==> src/sbd_pkg.sv <==
// Constants shared by the subtract, borrow and decrement-skip datapath.
//
// Notes on behaviour
// RULE1: Accumulator gets accumulator minus memory minus borrow.
// RULE2: Memory gets same difference; accumulator keeps value.
// RULE3: Carry cleared on borrow, set otherwise.
// RULE4: Subtracts update overflow, zero, aux carry, carry.
// RULE5: Decrement memory byte and store it back.
// RULE6: Zero result suppresses the next instruction.
// RULE7: Taken skip costs two cycles via dummy.
// RULE8: Nonzero result continues without any skip.
package sbd_pkg;

    localparam int DATA_W = 8;

    // Operation codes presented with the execute strobe.
    localparam logic [1:0] OP_SUB_BORROW_TO_ACC  = 2'h0;
    localparam logic [1:0] OP_SUB_BORROW_TO_MEM  = 2'h1;
    localparam logic [1:0] OP_DECREMENT_SKIP_ZERO = 2'h2;

    // Register port map, one byte per index.
    localparam logic [1:0] REG_ACCUMULATOR = 2'h0;
    localparam logic [1:0] REG_STATUS      = 2'h1;

    // Status byte field positions.
    localparam int FLAG_CARRY     = 0;
    localparam int FLAG_AUX_CARRY = 1;
    localparam int FLAG_ZERO      = 2;
    localparam int FLAG_OVERFLOW  = 3;

    // Values after reset.
    localparam logic [7:0] RST_ACCUMULATOR = 8'h00;
    localparam logic       RST_FLAG        = 1'b0;

    // Cycles a taken skip occupies, the dummy cycle included.
    localparam int SKIP_CYCLES = 2;

    // One-hot sequencer states.
    typedef enum logic [1:0] {
        SBD_RUN   = 2'b01,
        SBD_DUMMY = 2'b10
    } sbd_state_t;

endpackage

==> src/sbd_sub_unit.sv <==
// Combinational subtract-with-borrow and its four status results.
`timescale 1ns/10ps
module sbd_sub_unit #(
    parameter int W = sbd_pkg::DATA_W
) (
    input  wire logic [W-1:0] minuend_i,
    input  wire logic [W-1:0] subtrahend_i,
    input  wire logic         carry_i,
    output logic      [W-1:0] diff_o,
    output logic              carry_o,
    output logic              aux_carry_o,
    output logic              overflow_o,
    output logic              zero_o
);
    logic [W:0] full_sum;
    logic [4:0] low_sum;

    // Subtraction as addition of the inverse: a + ~b + C equals a - b - !C,
    // so the adder carry out is directly "no borrow".
    always_comb begin
        full_sum    = {1'b0, minuend_i} + {1'b0, ~subtrahend_i} +
                      {{W{1'b0}}, carry_i};
        low_sum     = {1'b0, minuend_i[3:0]} + {1'b0, ~subtrahend_i[3:0]} +
                      {4'h0, carry_i};
        diff_o      = full_sum[W-1:0];                       // RULE1
        carry_o     = full_sum[W];                           // RULE3
        aux_carry_o = low_sum[4];                            // RULE4
        overflow_o  = (minuend_i[W-1] != subtrahend_i[W-1]) &&
                      (full_sum[W-1] != minuend_i[W-1]);     // RULE4
        zero_o      = (full_sum[W-1:0] == '0);               // RULE4
    end
endmodule

==> src/sbd_core.sv <==
// Execution of the two subtract-with-borrow forms and decrement-skip.
`timescale 1ns/10ps
module sbd_core (
    input  wire logic       sys_clk_i,
    input  wire logic       rst_n_i,
    input  wire logic       exec_i,
    input  wire logic [1:0] op_i,
    input  wire logic [7:0] mem_data_i,
    input  wire logic [1:0] reg_addr_i,
    input  wire logic [7:0] reg_wdata_i,
    input  wire logic       reg_wr_i,
    input  wire logic       reg_rd_i,
    output logic      [7:0] reg_rdata_o,
    output logic      [7:0] mem_wdata_o,
    output logic            mem_wr_o,
    output logic            skip_o,
    output logic            busy_o,
    output logic            done_o
);
    logic [7:0]         accumulator;
    logic               carry_flag;
    logic               aux_carry_flag;
    logic               zero_flag;
    logic               overflow_flag;
    logic [7:0]         next_accumulator;
    logic               next_carry_flag;
    logic               next_aux_carry_flag;
    logic               next_zero_flag;
    logic               next_overflow_flag;
    logic [7:0]         next_mem_wdata;
    logic               next_mem_wr;
    logic               next_skip;
    logic               next_busy;
    logic               next_done;
    logic [7:0]         next_rdata;
    sbd_pkg::sbd_state_t state;
    sbd_pkg::sbd_state_t next_state;
    logic [7:0]         diff;
    logic               sub_carry;
    logic               sub_aux;
    logic               sub_ovf;
    logic               sub_zero;
    logic [7:0]         dec_value;
    logic               take;

    // Status byte as software sees it; upper bits read as zero.
    function automatic logic [7:0] status_byte(input logic c, input logic a,
                                               input logic z, input logic o);
        logic [7:0] s;
        s = 8'h00;
        s[sbd_pkg::FLAG_CARRY]     = c;
        s[sbd_pkg::FLAG_AUX_CARRY] = a;
        s[sbd_pkg::FLAG_ZERO]      = z;
        s[sbd_pkg::FLAG_OVERFLOW]  = o;
        return s;
    endfunction

    sbd_sub_unit #(
        .W (sbd_pkg::DATA_W)
    ) u_sub (
        .minuend_i    (accumulator),
        .subtrahend_i (mem_data_i),
        .carry_i      (carry_flag),
        .diff_o       (diff),
        .carry_o      (sub_carry),
        .aux_carry_o  (sub_aux),
        .overflow_o   (sub_ovf),
        .zero_o       (sub_zero)
    );

    assign dec_value = mem_data_i - 8'h01;                    // RULE5
    // The dummy cycle refuses a new instruction, just as the fetch of the
    // skipped instruction is discarded in the core pipeline.
    assign take = exec_i && (state == sbd_pkg::SBD_RUN);

    // Next state of the architectural registers and the result strobes.
    always_comb begin
        next_accumulator    = accumulator;
        next_carry_flag     = carry_flag;
        next_aux_carry_flag = aux_carry_flag;
        next_zero_flag      = zero_flag;
        next_overflow_flag  = overflow_flag;
        next_mem_wdata      = mem_wdata_o;
        next_mem_wr         = 1'b0;
        next_skip           = 1'b0;
        next_busy           = 1'b0;
        next_done           = 1'b0;
        next_state          = sbd_pkg::SBD_RUN;
        unique case (state)
            sbd_pkg::SBD_RUN: begin
                if (take) begin
                    next_done = 1'b1;
                    if (op_i == sbd_pkg::OP_SUB_BORROW_TO_ACC ||
                        op_i == sbd_pkg::OP_SUB_BORROW_TO_MEM) begin
                        next_carry_flag     = sub_carry;      // RULE3
                        next_aux_carry_flag = sub_aux;        // RULE4
                        next_zero_flag      = sub_zero;       // RULE4
                        next_overflow_flag  = sub_ovf;        // RULE4
                    end
                    if (op_i == sbd_pkg::OP_SUB_BORROW_TO_ACC) begin
                        next_accumulator = diff;              // RULE1
                    end else if (op_i == sbd_pkg::OP_SUB_BORROW_TO_MEM) begin
                        next_mem_wdata = diff;                // RULE2
                        next_mem_wr    = 1'b1;                // RULE2
                    end else if (op_i == sbd_pkg::OP_DECREMENT_SKIP_ZERO) begin
                        next_mem_wdata = dec_value;           // RULE5
                        next_mem_wr    = 1'b1;                // RULE5
                        if (dec_value == 8'h00) begin  // RULE6 RULE8
                            next_skip  = 1'b1;                // RULE6
                            next_busy  = 1'b1;                // RULE7
                            next_done  = 1'b0;                // RULE7
                            next_state = sbd_pkg::SBD_DUMMY;  // RULE7
                        end
                    end
                end else if (reg_wr_i) begin
                    // A write in the same cycle as an accepted instruction
                    // is dropped so the flags always reflect the last op.
                    if (reg_addr_i == sbd_pkg::REG_ACCUMULATOR) begin
                        next_accumulator = reg_wdata_i;
                    end else if (reg_addr_i == sbd_pkg::REG_STATUS) begin
                        next_carry_flag     = reg_wdata_i[sbd_pkg::FLAG_CARRY];
                        next_aux_carry_flag =
                            reg_wdata_i[sbd_pkg::FLAG_AUX_CARRY];
                        next_zero_flag      = reg_wdata_i[sbd_pkg::FLAG_ZERO];
                        next_overflow_flag  =
                            reg_wdata_i[sbd_pkg::FLAG_OVERFLOW];
                    end
                end
            end
            sbd_pkg::SBD_DUMMY: begin
                next_done = 1'b1;                             // RULE7
            end
            default: begin
                next_state = sbd_pkg::SBD_RUN;
            end
        endcase
    end

    // Read data, valid only in the cycle after the read strobe.
    always_comb begin
        next_rdata = 8'h00;
        if (reg_rd_i) begin
            if (reg_addr_i == sbd_pkg::REG_ACCUMULATOR) begin
                next_rdata = accumulator;
            end else if (reg_addr_i == sbd_pkg::REG_STATUS) begin
                next_rdata = status_byte(carry_flag, aux_carry_flag,
                                         zero_flag, overflow_flag);
            end
        end
    end

    // Registers only; all decisions sit in the processes above.
    always_ff @(posedge sys_clk_i or negedge rst_n_i) begin
        if (!rst_n_i) begin
            accumulator    <= sbd_pkg::RST_ACCUMULATOR;
            carry_flag     <= sbd_pkg::RST_FLAG;
            aux_carry_flag <= sbd_pkg::RST_FLAG;
            zero_flag      <= sbd_pkg::RST_FLAG;
            overflow_flag  <= sbd_pkg::RST_FLAG;
            mem_wdata_o    <= 8'h00;
            mem_wr_o       <= 1'b0;
            skip_o         <= 1'b0;
            busy_o         <= 1'b0;
            done_o         <= 1'b0;
            reg_rdata_o    <= 8'h00;
            state          <= sbd_pkg::SBD_RUN;
        end else begin
            accumulator    <= next_accumulator;
            carry_flag     <= next_carry_flag;
            aux_carry_flag <= next_aux_carry_flag;
            zero_flag      <= next_zero_flag;
            overflow_flag  <= next_overflow_flag;
            mem_wdata_o    <= next_mem_wdata;
            mem_wr_o       <= next_mem_wr;
            skip_o         <= next_skip;
            busy_o         <= next_busy;
            done_o         <= next_done;
            reg_rdata_o    <= next_rdata;
            state          <= next_state;
        end
    end

    // Checks that tie each result to the operands seen when it was taken.
    accum_update_a: assert property (@(posedge sys_clk_i)
        disable iff (!rst_n_i)
        take && op_i == sbd_pkg::OP_SUB_BORROW_TO_ACC |=>
        accumulator == 8'($past(accumulator) - $past(mem_data_i) -
                          {7'h00, !$past(carry_flag)}))      // RULE1
        else $error("accumulator difference wrong");

    mem_result_a: assert property (@(posedge sys_clk_i) disable iff (!rst_n_i)
        take && op_i == sbd_pkg::OP_SUB_BORROW_TO_MEM |=>
        mem_wr_o && $stable(accumulator) &&
        mem_wdata_o == 8'($past(accumulator) - $past(mem_data_i) -
                          {7'h00, !$past(carry_flag)}))      // RULE2
        else $error("memory difference wrong");

    carry_sense_a: assert property (@(posedge sys_clk_i) disable iff (!rst_n_i)
        take && op_i != sbd_pkg::OP_DECREMENT_SKIP_ZERO && op_i != 2'h3 |=>
        carry_flag == ({1'b0, $past(accumulator)} >=
                       {1'b0, $past(mem_data_i)} +
                       {8'h00, !$past(carry_flag)}))         // RULE3
        else $error("carry does not reflect borrow");

    zero_flag_a: assert property (@(posedge sys_clk_i) disable iff (!rst_n_i)
        take && op_i == sbd_pkg::OP_SUB_BORROW_TO_MEM |=>
        zero_flag == (mem_wdata_o == 8'h00) &&
        overflow_flag == (($past(accumulator[7]) != $past(mem_data_i[7])) &&
                          (mem_wdata_o[7] != $past(accumulator[7]))))  // RULE4
        else $error("zero or overflow flag wrong");

    dec_store_a: assert property (@(posedge sys_clk_i) disable iff (!rst_n_i)
        take && op_i == sbd_pkg::OP_DECREMENT_SKIP_ZERO |=>
        mem_wr_o && mem_wdata_o == 8'($past(mem_data_i) - 8'h01)
        && $stable(carry_flag))                               // RULE5
        else $error("decrement not stored");

    skip_zero_a: assert property (@(posedge sys_clk_i) disable iff (!rst_n_i)
        take && op_i == sbd_pkg::OP_DECREMENT_SKIP_ZERO &&
        mem_data_i == 8'h01 |=> skip_o)                       // RULE6
        else $error("zero result did not skip");

    two_cycle_a: assert property (@(posedge sys_clk_i) disable iff (!rst_n_i)
        take && op_i == sbd_pkg::OP_DECREMENT_SKIP_ZERO &&
        mem_data_i == 8'h01 |=> busy_o && !done_o ##1
        done_o && !busy_o)                                    // RULE7
        else $error("skip not two cycles");

    no_skip_a: assert property (@(posedge sys_clk_i) disable iff (!rst_n_i)
        take && op_i == sbd_pkg::OP_DECREMENT_SKIP_ZERO &&
        mem_data_i != 8'h01 |=> !skip_o && !busy_o && done_o) // RULE8
        else $error("nonzero result skipped");
endmodule

==> config.mk <==
export PLATFORM = sky130hd
export DESIGN_NAME = sbd_core
export DESIGN_NICKNAME = d
export VERILOG_FILES = /design/src/sbd_pkg.sv /design/src/sbd_sub_unit.sv /design/src/sbd_core.sv
export SDC_FILE = /design/constraint.sdc
export NUM_CORES = 1
export LEC_CHECK = 0
export BUFFER_PORTS_ARGS = -buffer_cell sky130_fd_sc_hd__buf_4
export CAP_MARGIN = 40
export CORE_UTILIZATION = 54
export DETAILED_ROUTE_END_ITERATION = 8
export PLACE_DENSITY_LB_ADDON = 0.25
export SETUP_SLACK_MARGIN = 0.5
export SLEW_MARGIN = 40
export SYNTH_ARGS = -nofsm -noshare
export SYNTH_HDL_FRONTEND = slang
export SYNTH_SLANG_ARGS = --single-unit
==> constraint.sdc <==
create_clock -name sys_clk_i -period 2.8 [get_ports sys_clk_i]
set_input_delay 0.56 -clock sys_clk_i [delete_from_list [all_inputs] [get_ports sys_clk_i]]
set_output_delay 0.56 -clock sys_clk_i [all_outputs]
set_load 0.1 [all_outputs]
======== Word-level counts from Yosys, hierarchy flattened ========
Index checks and enable logic that the tools add are counted.
operators by class
  multiplexer cells ....................... 52
  equal/unequal tests ..................... 10
  bitwise gates (word level) .............. 3
  add/sub/neg operators ................... 5
  reductions and logical operators ........ 14
operators by type and width
  cell                 number
  $mux 8               8
  $mux 1               36
  $logic_not 8->1      2
  $mux 2               6
  $add 8x8->9          1
  $add 9x1->9          1
  $not 8->8            1
  $reduce_and 4->1     2
  $reduce_bool 2->1    4
  $sub 8x1->8 const B  1
  $eq 2x1->1 const B   3
  $add 4x4->5          1
  $add 5x1->5          1
  $reduce_and 5->1     1
  $eq 2x2->1 const B   2
  $logic_not 2->1      2
  $mux 4               1
  $ne 2x1->1 const B   2
  $not 4->4            1
  $logic_and 1x1->1    2
  $ne 1x1->1           2
  $ne 2x2->1 const B   1
  $pmux 1 s2           1
  $logic_or 1x1->1     1
  $not 1->1            1
word-level totals
  output and inout port bits .............. 20
  logic and storage cells ................. 95
  flip-flop bits (word level) ............. 33

======== Logic depth before layout (Yosys ltp) ========
Gate-level depths: netlist of run 1.
  word-level depth ........................ 8
  gate-level depth with buffers ........... 9
  gate-level depth less buffers ........... 9

======== Cells and area by module ========
A second synthesis of run 1 with hierarchy kept.
second synthesis, totals
  cell total of the unflattened synthesis .. 225
  area total of the unflattened synthesis .. 2058.2 um^2
modules (own cells, without submodules)
  module        sequential area each (um^2)  area each (um^2)  times used  cells an instance
  sbd_core      802.0                        1649.1            1           173
  sbd_sub_unit  0.0                          409.1             1           52

======== Least setup slack after synthesis of run 1 ========
Ideal clock, no wire load.
  path type ............................... input -> register
  from .................................... input port mem_data_i[0]
  to ...................................... register carry_flag
  data arrival time ....................... 2.370 ns
  stages on the path ...................... 9
  path slack .............................. 0.305 ns
  cell sequence ........................... inv_1 -> fa_1 -> fa_1 -> a211oi_1 -> o21ai_0 -> o211ai_1 -> a21bo_2 -> a21oi_1 -> mux2_2
between the ends
  longest elaborated chain between the ends .. 5
RTL lines
  what                  RTL line            text
  from (decl)           sbd_core.sv:8       input wire logic [7:0] mem_data_i,
  $not 8->8             sbd_sub_unit.sv:21  full_sum = {1'b0, minuend_i} + {1'b0, ~subtrahend_i} +
  $add 8x8->9           sbd_sub_unit.sv:21
  $add 9x1->9           sbd_sub_unit.sv:21
  $mux 1                sbd_core.sv:93      if (op_i == sbd_pkg::OP_SUB_BORROW_TO_ACC ||
  $mux 1                sbd_core.sv:91      if (take) begin
  to (signal assigned)  sbd_core.sv:156     carry_flag <= sbd_pkg::RST_FLAG;
  to (signal assigned)  sbd_core.sv:169     carry_flag <= next_carry_flag;
  to (decl)             sbd_core.sv:21      logic carry_flag;
Every way passes these cells. The select of a mux whose other input is x is not followed.
A chain may end at the register's enable or synchronous reset.

======== Worst setup path after layout of run 1 ========
  from .................................... input port mem_data_i[0]
  to ...................................... register accumulator[6]
between the ends
  longest elaborated chain between the ends .. 5
RTL lines
  what                  RTL line            text
  $not 8->8             sbd_sub_unit.sv:21
  $add 8x8->9           sbd_sub_unit.sv:21
  $add 9x1->9           sbd_sub_unit.sv:21
  $mux 8                sbd_core.sv:100     if (op_i == sbd_pkg::OP_SUB_BORROW_TO_ACC) begin
  $mux 8                sbd_core.sv:91
  to (signal assigned)  sbd_core.sv:155     accumulator <= sbd_pkg::RST_ACCUMULATOR;
  to (signal assigned)  sbd_core.sv:168     accumulator <= next_accumulator;
  to (decl)             sbd_core.sv:20      logic [7:0] accumulator;
Every way passes these cells. The select of a mux whose other input is x is not followed.

==> metrics.yaml, run 1 <==
cts_made_buffers: 5
clkSinkCount: 32
synthTopCellsByCount: "dfrtp_1 (31), nor2_1 (30), nand2_1 (28), o21ai_0 (21), a21oi_1 (18)"
ir_worst_vdd_v: 0.000510
drt_iter0_drc: 161
finalWirelength_um: 5130
clock_latency_ns: 0.28
gp_congestion: 0.876
dr.pass1.iters: 4
placed_cells: 314
antenna_found_initial: 0
synth-seq-cells: 32
finalClockSkew_ns: 0.00556
slowest_stage: "fa_2"
rsz0062_at_grt: "true"
die_w_um: 63.2
ys_types: 40
maxCapViolCount: 0
hold_path.class: "input pin to asynchronous set/reset pin"
grt_pass1_vias: 1764
dpl.hpwl_um: 3830
tritoncts: "yes"
hold_viol: 0
cellPowerDensity_nw_per_um2: 896
area_delta_synth_final_pct: 27.0
fin_tns_setup_ns: 0
min_period_over_period_pct: 83.2
track_usage_pct: 27.6
cts_max_path_buffers: 2
drc_errors: 0
leakagePower_uw: 0.00131
grt.overflow.total: 0
yosys_warnings: 0
relSlewSlack_pct: 67.3
async_flop_share_pct: 100
yosysMostFrequentCell: "dfrtp_1"
dieArea_um2: 4000
via_count: 1861
synthesis.nets: 271
cts_root_buffer: "clkbuf_8"
path_cells: "buf_6 -> inv_4 -> fa_2 -> fa_2 -> a211oi_2 -> o21ai_1 -> o211ai_1 -> o311a_1 -> mux2i_1 -> o21ai_1"
max_stage_delay_ns: 0.43
holdWs_ns: 0.201
tightestPinTransition_ns: 0.490
io_buffer_count: 44
coreArea_um2: 3470
synth-edff-count: 0
clk_pin_slew_worst_paths_ns: 0.06
diodes: 0
crit_fanout: 5
cp-end-kind: "flip-flop"
cp.arrival_ns: 2.53
fin_nets: 321
grt_pass1_wl_um: 8330
ys_seq_area_share_pct: 39.6
die_height_um: 63.2
start_util_pct: 58.4
post_drt_wl_per_cell_um: 15.7
finalNonFillerCells: 327
ant_nets: 0
critPathRequiredTime_ns: 3.00
synth_top_area_cell: "dfrtp_1"
boundaryPins: 45
path_class: "input pin to flip-flop"
netlist_area_um2: 2030
slew_violations: 0
startpoint_type: "input pin"
yosys.area.top_type_share_pct: 38.3
htree_levels: 2
max_freq_ghz: 0.429
path_buf_inv: 2
synth_area_leaders: "dfrtp_1 (38%), ha_1 (8.6%), nor2_1 (5.6%)"
postSynthCellCount: 230
rows: 21
drive_gt1_share_pct: 25.3
grt_max_degree: 33
setup_viol_count_final: 0
min_period_ns: 2.33
synth.avg_cell_area_um2: 8.81
synth_ff_type: "dfrtp_1"
vias_per_cell: 5.69
cpLargestDelayFamily: "compound AO/OA/AOI/OAI gates"
outcome: "complete, no violations"
worst register-to-register path, cell delays in order (launching register included):
cell and delay [ns]:
dfrtp_1 0.41, fa_2 0.40, fa_2 0.43, a211oi_2 0.22
o21ai_1 0.10, o211ai_1 0.12, o311a_1 0.31, mux2i_1 0.11
o21ai_1 0.12
kinds of logic after synthesis:
logic type / Yosys count / synth area share [%]
buf+inv: 24 / 4.76
simple gates: 79 / 17.5
fa+ha+maj: 16 / 10.6
flops: 32 / 39.6
mux: 13 / 6.55
xor+xnor: 9 / 3.89
compound gates: 57 / 17.1
state kept, by name, summed over array words and instances, names as in the netlist:
| name | count |
|---|---|
| accumulator | 8 |
| aux_carry_flag | 1 |
| carry_flag | 1 |
| done_o | 1 |
| mem_wdata_o | 8 |
| mem_wr_o | 1 |
| overflow_flag | 1 |
| reg_rdata_o | 8 |
| state | 2 |
| zero_flag | 1 |
path summary, 6_finish.rpt:
check                                           start  slack (ns)                          to  cells past startpoint
min                                           rst_n_i        0.20          mem_wr_o$_DFF_PN0_                      1
min reg2reg                mem_wdata_o[1]$_DFFE_PN0P_        0.48  mem_wdata_o[1]$_DFFE_PN0P_                      2
max in group asynchronous                     rst_n_i        2.29          state[0]$_DFF_PN1_                      1
max                                     mem_data_i[0]        0.47  accumulator[6]$_DFFE_PN0P_                     10
max reg2reg                accumulator[0]$_DFFE_PN0P_        0.49  accumulator[6]$_DFFE_PN0P_                      8
min in group sys_clk_i     mem_wdata_o[1]$_DFFE_PN0P_        0.48  mem_wdata_o[1]$_DFFE_PN0P_                      2
area by class of cell:
| type | instances | area (um2) |
|---|---|---|
| multi-input combinational | 174 | 1170 |
| fill | 274 | 896 |
| sequential | 32 | 802 |
| timing repair buffer | 50 | 383 |
| clock buffer | 8 | 90.1 |
| inverter | 17 | 66.3 |
| tap | 46 | 57.6 |
cells in the final DEF (no fill, tap or decap), types with 2 or more instances in the layout:
cell / count
buf_4: 48
dfrtp_1: 31
nor2_1: 30
nand2_1: 28
o21ai_0: 18
inv_1: 16
a21oi_1: 15
ha_1: 14
mux2i_1: 11
xnor2_1: 8
clkbuf_8: 6
o21ai_1: 5
nand3_1: 4
and3_1: 4
nor4_1: 3
a21o_1: 3
and2_1: 2
o211ai_1: 2
nor3_1: 2
mux2_4: 2
a21oi_2: 2
fa_2: 2
clkbuf_1: 2
buf_6: 2
metal layers:
layer  wire length, um  up-vias  part of all wire [%]  GRT usage, %
met5                 0        -                     0             0
met2              2400       88                    47          43.1
met1              2310      865                    45          36.8
met4               106        0                   2.1          13.9
li1                  -      897                     -             -
met3               317       11                   6.2          4.71
power by group:
part	total [uW]	internal, uW	switching (uW)
sequential	670	575	95.8
combinational	1280	444	835
clock	357	200	157
metrics by stage:
stage | setup slack, ns | instance area (um2) | utilization (%) | power [uW]
floorplan | 0.504 | 2040 | - | 1540
global placement | 0.219 | 2400 | 69.3 | 1810
detailed placement | 0.161 | 2400 | 69.3 | 1840
CTS | 0.506 | 2540 | 73.1 | 2250
global route | 0.354 | 2570 | 74.2 | 2430
finish | 0.471 | 2570 | 74.2 | 2310
repair_timing:
action	4_1_cts	5_1_grt
buffers inserted	4	1
endpoints found under the setup margin	4	9
pin swaps	9	2
resized for setup	5	7
hold buffers	0	0
Note: power is estimated with default switching activity, not from simulation.
==> run 2, diff against run 1 <==
--- a/config.mk
+++ b/config.mk
@@ -5,9 +5,10 @@
 export SDC_FILE = /design/constraint.sdc
 export NUM_CORES = 1
 export LEC_CHECK = 0
+export ABC_AREA = 1
 export BUFFER_PORTS_ARGS = -buffer_cell sky130_fd_sc_hd__buf_4
 export CAP_MARGIN = 40
-export CORE_UTILIZATION = 54
+export CORE_UTILIZATION = 49
 export DETAILED_ROUTE_END_ITERATION = 8
 export PLACE_DENSITY_LB_ADDON = 0.25
 export SETUP_SLACK_MARGIN = 0.5
==> constraint.sdc (replaced) <==
create_clock -name sys_clk_i -period 2 [get_ports sys_clk_i]
set_input_delay 0.4 -clock sys_clk_i [delete_from_list [all_inputs] [get_ports sys_clk_i]]
set_output_delay 0.4 -clock sys_clk_i [all_outputs]
set_load 0.1 [all_outputs]
==> run 2 against run 1 <==
The run now ends with negative setup slack left. Clock power rose by 94%. First-iteration DRC count rose by 7.5%. Cell area rose by 21%. Final cell count rose by 24%. Sequential power rose by 33%. Worst setup slack got worse by 0.70 ns. Core utilization rose by 2.2 points. Synthesized area rose by 5.6%. Global-route usage rose by 0.89 points. Register-to-register slack got worse by 0.72 ns. Critical path depth fell by 2. Highest routed layer unchanged.
==> metrics.yaml, run 2 <==
crit_fanout: 2  # -3
maxCapViolCount: 0  # unchanged
multi_input_area_um2: 1430  # +22%
finalWirelength_um: 6870  # +34%
hold_path.class: "input pin to asynchronous set/reset pin"
coreArea_um2: 4090  # +18%
startpoint_type: "flip-flop"
dpl.hpwl_um: 4240  # +11%
synth-edff-count: 0  # unchanged
die_w_um: 68.1  # +7.6%
dpl_cell_area_um2: 2650  # +10%
diodes: 0  # unchanged
min_period_over_period_pct: 111
hold_viol: 0  # unchanged
fillers: 256  # -6.6%
finalClockSkew_ns: 0.00931  # +0.00375 ns
gp_congestion: 0.873  # -0.29%
fin_nets: 394  # +23%
drt_iter0_drc: 173  # +7.5%
die_height_um: 68.1  # +7.6%
area_delta_synth_final_pct: 45.9
critPathRequiredTime_ns: 2.22  # -0.78 ns
synthTopCellsByCount: "nand2_1 (70), inv_1 (40), dfrtp_1 (31), nor2_1 (24), o21ai_0 (16)"
busiest_layer: "met2"
finalNonFillerCells: 404  # +24%
holdWs_ns: 0.0372  # -0.163 ns
layout.cells.most_common_list: "buf_4 (59), nand2_1 (56), inv_1 (36)"
path_class: "flip-flop to flip-flop"
cts_root_buffer: "clkbuf_8"
antenna_found_initial: 0  # unchanged
ant_nets: 0  # unchanged
leakagePower_uw: 0.00156  # +19%
async_flop_share_pct: 100  # unchanged
dr.pass1.iters: 7  # +3
drc_errors: 0  # unchanged
drive_gt1_share_pct: 42.7  # +17 points
boundaryPins: 45  # unchanged
slew_violations: 0  # unchanged
io_buffer_count: 44  # unchanged
yosys.area.top_type_share_pct: 36.3  # -2.0 points
violations: "negative setup slack"
postSynthCellCount: 288  # +25%
met3_usage_pct: 6.00  # +1.3 points
max_freq_ghz: 0.449
fin_area_um2: 3120  # +21%
synth_ff_type: "dfrtp_1"
cp-end-kind: "flip-flop"
cts_made_buffers: 5  # unchanged
synthesis.nets: 329  # +21%
grt_use_met2_pct: 49.3  # +6.1 points
min_period_ns: 2.23
placed_cells: 383  # +22%
yosysMostFrequentCell: "nand2_1"
tightestPinTransition_ns: 0.559  # +0.0695 ns
relSlewSlack_pct: 62.7  # -4.6 points
ir_worst_vdd_v: 0.000657  # +29%
htree_levels: 2  # unchanged
track_usage_pct: 28.5  # +0.89 points
vias_per_cell: 5.75  # +1.0%
ys_types: 32  # -20%
clkSinkCount: 32  # unchanged
rows: 23  # +9.5%
netlist_area_um2: 2140  # +5.6%
grt_pass1_vias: 2058  # +17%
ys_seq_area_share_pct: 37.5  # -2.1 points
cellPowerDensity_nw_per_um2: 1210  # +35%
synth_area_leaders: "dfrtp_1 (36%), nand2_1 (12%), ha_1 (8.2%)"
outcome: "complete, but fails checks"
synth-seq-cells: 32  # unchanged
synth_top_area_cell: "dfrtp_1"
place_ws_ns: -0.108  # -0.269 ns
cts_max_path_buffers: 2  # unchanged
top_regs: "accumulator x8, mem_wdata_o x8, reg_rdata_o x8"
grt_pass1_wl_um: 9340  # +12%
start_util_pct: 52.4  # -6.0 points
grt.overflow.total: 0  # unchanged
via_count: 2323  # +25%
gr-usage-met1_pct: 31.7  # -5.1 points
seqCellArea_um2: 808  # +0.78%
worst_slack_ns: -0.225  # -0.696 ns
dieArea_um2: 4630  # +16%
post_drt_wl_per_cell_um: 17.0  # +8.4%
yosys_warnings: 0  # unchanged
power_uw: 3770  # +63%
cp.arrival_ns: 2.45  # -0.08 ns
final_common_cell: "buf_4"
rsz0062_at_grt: "true"
tritoncts: "yes"
clock_latency_ns: 0.29  # about the same
synth.avg_cell_area_um2: 7.43  # -16%
clk_pin_slew_worst_paths_ns: 0.07  # about the same
grt_max_degree: 33  # unchanged
setup_viol_count_final: 3  # +3
[run 2: timing repair]
action                                  CTS  global route
resized for setup                        39            31
pin swaps                                19            20
gates cloned                              0             1
hold buffers                              0             0
endpoints found under the setup margin   22            23
setup buffers                             8             4
[run 2: area by class of cell]
type | count | area share [%]
Timing Repair inverter | 1 | 0.361
Inverter | 48 | 6.37
Timing Repair Buffer | 63 | 15.6
Sequential cell | 32 | 25.9
Clock buffer | 7 | 3.09
Multi-Input combinational cell | 202 | 45.7
Clock inverter | 1 | 0.962
Tap cell | 50 | 2.00
[run 2: worst paths after layout]
check | startpoint | end | slack, ns | cells after the start
max | accumulator[0]$_DFFE_PN0P_ | zero_flag$_DFFE_PN0P_ | -0.23 | 8
min | rst_n_i | accumulator[5]$_DFFE_PN0P_ | 0.04 | 1
max reg2reg | accumulator[0]$_DFFE_PN0P_ | zero_flag$_DFFE_PN0P_ | -0.23 | 8
min reg2reg | overflow_flag$_DFFE_PN0P_ | overflow_flag$_DFFE_PN0P_ | 0.49 | 1
max in group asynchronous | rst_n_i | state[1]$_DFF_PN0_ | 1.63 | 1
min in group sys_clk_i | op_i[1] | state[0]$_DFF_PN1_ | 0.30 | 2
[run 2: report_power, final]
part           switching, uW  total, uW  internal (uW)  leakage [uW]
clock network            252        691            440     0.0000645
registers                107        893            786      0.000390
logic                   1430       2180            756       0.00110
[run 2: layer usage]
metal	routed length [um]	vias up	share of wire (%)
li1	-	1050	-
met1	2530	1077	37
met2	3350	146	49
met3	558	50	8.1
met4	432	0	6.3
met5	0	-	0
[run 2: worst max-delay path, stage by stage (launching register included)]
cell     delay, ns
dfrtp_1       0.41
fa_2          0.42
fa_2          0.43
or2_1         0.27
nor2_2        0.18
nand3_2       0.11
nor2_2        0.10
nand4_1       0.10
a21oi_1       0.15
[run 2: metrics by stage]
step	TNS, ns	util (%)
3_3_place_gp	-0.0745	64.9
6_report	-0.264	76.4
3_5_place_dp	-0.155	64.9
5_1_grt	-0.485	76.4
4_1_cts	-0.0737	72.7
2_1_floorplan	0	-
[run 2: kinds of logic after synthesis]
kind of cell	after synthesis	share of synthesized area (%)
DFF	32	37.5
buffers and inverters	54	9.88
and+or+nand+nor	133	28.1
AOI/OAI and AO/OA	49	12.8
xor gates and xnor gates	4	1.64
adders and majority gates	16	10.1
==> run 3, diff against run 2 <==
--- a/config.mk
+++ b/config.mk
@@ -8,7 +8,9 @@
 export ABC_AREA = 1
 export BUFFER_PORTS_ARGS = -buffer_cell sky130_fd_sc_hd__buf_4
 export CAP_MARGIN = 40
-export CORE_UTILIZATION = 49
+export CELL_PAD_IN_SITES_DETAIL_PLACEMENT = 0
+export CELL_PAD_IN_SITES_GLOBAL_PLACEMENT = 1
+export CORE_UTILIZATION = 35
 export DETAILED_ROUTE_END_ITERATION = 8
 export PLACE_DENSITY_LB_ADDON = 0.25
 export SETUP_SLACK_MARGIN = 0.5
==> run 3 against run 2 <==
Final cell count up 5.4%. Sequential power decreased by 0.8%. Register-to-register slack gained 0.22 ns. The run still ends with negative setup slack left. Clock power down 8.2%. Critical endpoint unchanged. Cell area increased by 0.56%. Clock skew down 0.0052 ns. Maximum frequency rose by 11%.
==> metrics.yaml, run 3 (same netlist as run 2, synthesis figures left out) <==
setup_viol_count_final: 1  # -2
cts_made_buffers: 5  # unchanged
area_delta_synth_final_pct: 46.7
ir_worst_vdd_v: 0.000763  # +16%
worst_slack_ns: -0.00133  # +0.224 ns
outcome: "complete, but fails checks"
clock_latency_ns: 0.28  # about the same
cts_max_path_buffers: 2  # unchanged
grt.overflow.total: 0  # unchanged
track_usage_pct: 19.4  # -9.1 points
drc_errors: 0  # unchanged
holdWs_ns: 0.0420  # +0.00477 ns
htree_levels: 2  # unchanged
rsz0062_at_grt: "true"
startpoint_type: "flip-flop"
boundaryPins: 45  # unchanged
top_regs: "accumulator x8, mem_wdata_o x8, reg_rdata_o x8"
diodes: 0  # unchanged
min_period_ns: 2.00  # -0.224 ns
die_w_um: 80.2  # +18%
dr.pass1.iters: 4  # -3
ant_nets: 0  # unchanged
cellPowerDensity_nw_per_um2: 1150  # -4.6%
post_drt_wl_per_cell_um: 13.7  # -19%
fin_tns_setup_ns: -0.00133  # +0.263 ns
final_common_cell: "buf_4"
min_period_over_period_pct: 100  # -11 points
grt_pass1_vias: 1954  # -5.1%
rows: 28  # +22%
drt_iter0_drc: 54  # -69%
maxCapViolCount: 0  # unchanged
gp_congestion: 0.854  # -2.2%
fin_nets: 391  # -0.76%
grt_max_degree: 33  # unchanged
reg2reg_slack_ns: -0.001  # +0.22 ns
violations: "negative setup slack"
hold_viol: 0  # unchanged
start_util_pct: 36.1  # -16 points
crit_fanout: 2  # unchanged
placed_cells: 409  # +6.8%
die_height_um: 80.2  # +18%
vias_per_cell: 4.77  # -17%
dpl.hpwl_um: 4490  # +5.9%
max_freq_ghz: 0.500  # +11%
seqCellArea_um2: 808  # unchanged
coreArea_um2: 5920  # +45%
tritoncts: "yes"
relSlewSlack_pct: 62.5  # -0.14 points
antenna_found_initial: 0  # unchanged
place_ws_ns: -0.121  # -0.0128 ns
power_uw: 3620  # -4.1%
leakagePower_uw: 0.00154  # -0.98%
critPathRequiredTime_ns: 2.22  # about the same
io_buffer_count: 44  # unchanged
finalWirelength_um: 5850  # -15%
multi_input_area_um2: 1440  # +1.1%
cts_root_buffer: "clkbuf_8"
slew_violations: 0  # unchanged
grt_pass1_wl_um: 9290  # -0.59%
clk_pin_slew_worst_paths_ns: 0.07  # about the same
via_count: 2034  # -12%
drive_gt1_share_pct: 41.9  # -0.78 points
hold_path.class: "input pin to asynchronous set/reset pin"
cp.arrival_ns: 2.22  # -0.23 ns
tightestPinTransition_ns: 0.561  # +0.00215 ns
fillers: 575  # +120%
finalNonFillerCells: 426  # +5.4%
cp-end-kind: "flip-flop"
clkSinkCount: 32  # unchanged
path_class: "flip-flop to flip-flop"
layout.cells.most_common_list: "buf_4 (55), nand2_1 (54), inv_1 (36)"
dieArea_um2: 6430  # +39%
finalClockSkew_ns: 0.00414  # -0.00518 ns
-- run 3: metrics by stage --
step | cell area (um2) | util [%]
after detailed placement | 2690 | 45.5
after floorplan | 2240 | -
after CTS | 2970 | 50.2
after global placement | 2690 | 45.5
after global routing | 3140 | 53.0
final | 3140 | 53.0
-- run 3: what timing repair did --
| item | CTS | global route |
|---|---|---|
| gates resized for setup | 33 | 39 |
| hold buffers | 0 | 0 |
| pin swaps | 10 | 24 |
| buffers inserted | 7 | 2 |
| endpoints found under the setup margin | 22 | 23 |
-- run 3: final timing paths --
kind                                            startpoint                          to  cells past startpoint
min in group sys_clk_i                             op_i[1]          state[0]$_DFF_PN1_                      2
worst max-delay path            accumulator[0]$_DFFE_PN0P_       zero_flag$_DFFE_PN0P_                      8
worst min-delay path                               rst_n_i  accumulator[5]$_DFFE_PN0P_                      1
worst max register to register  accumulator[0]$_DFFE_PN0P_       zero_flag$_DFFE_PN0P_                      8
worst min register to register  mem_wdata_o[2]$_DFFE_PN0P_  mem_wdata_o[2]$_DFFE_PN0P_                      2
max in group asynchronous                          rst_n_i          state[1]$_DFF_PN0_                      1
-- run 3: cell type report --
| cell class | instances | share of cell area (%) |
|---|---|---|
| clock buffers | 5 | 2.19 |
| clock inverters | 3 | 1.36 |
| inverters | 48 | 6.34 |
| multi-input cells | 202 | 46.0 |
| flip-flops and latches | 32 | 25.7 |
| well taps | 75 | 2.99 |
| repair buffers | 61 | 15.4 |
-- run 3: power by group --
| part | internal, uW | switching, uW |
|---|---|---|
| clock | 369 | 265 |
| sequential | 785 | 101 |
| combinational | 766 | 1330 |
-- run 3: per-layer routing --
layer	vias to the layer above	GRT usage, %	wire length, um
met5	-	0	0
met1	952	24.6	2590
li1	1040	-	-
met4	0	3.93	40
met2	38	33.8	3000
met3	4	3.86	224
-- run 3: worst max-delay path: stages, from the launching register on --
cell	delay [ns]
dfrtp_1	0.41
fa_2	0.41
fa_2	0.43
or2_1	0.22
nor2_1	0.09
nand3_1	0.08
nor2_2	0.08
nand4_1	0.07
a21oi_1	0.12
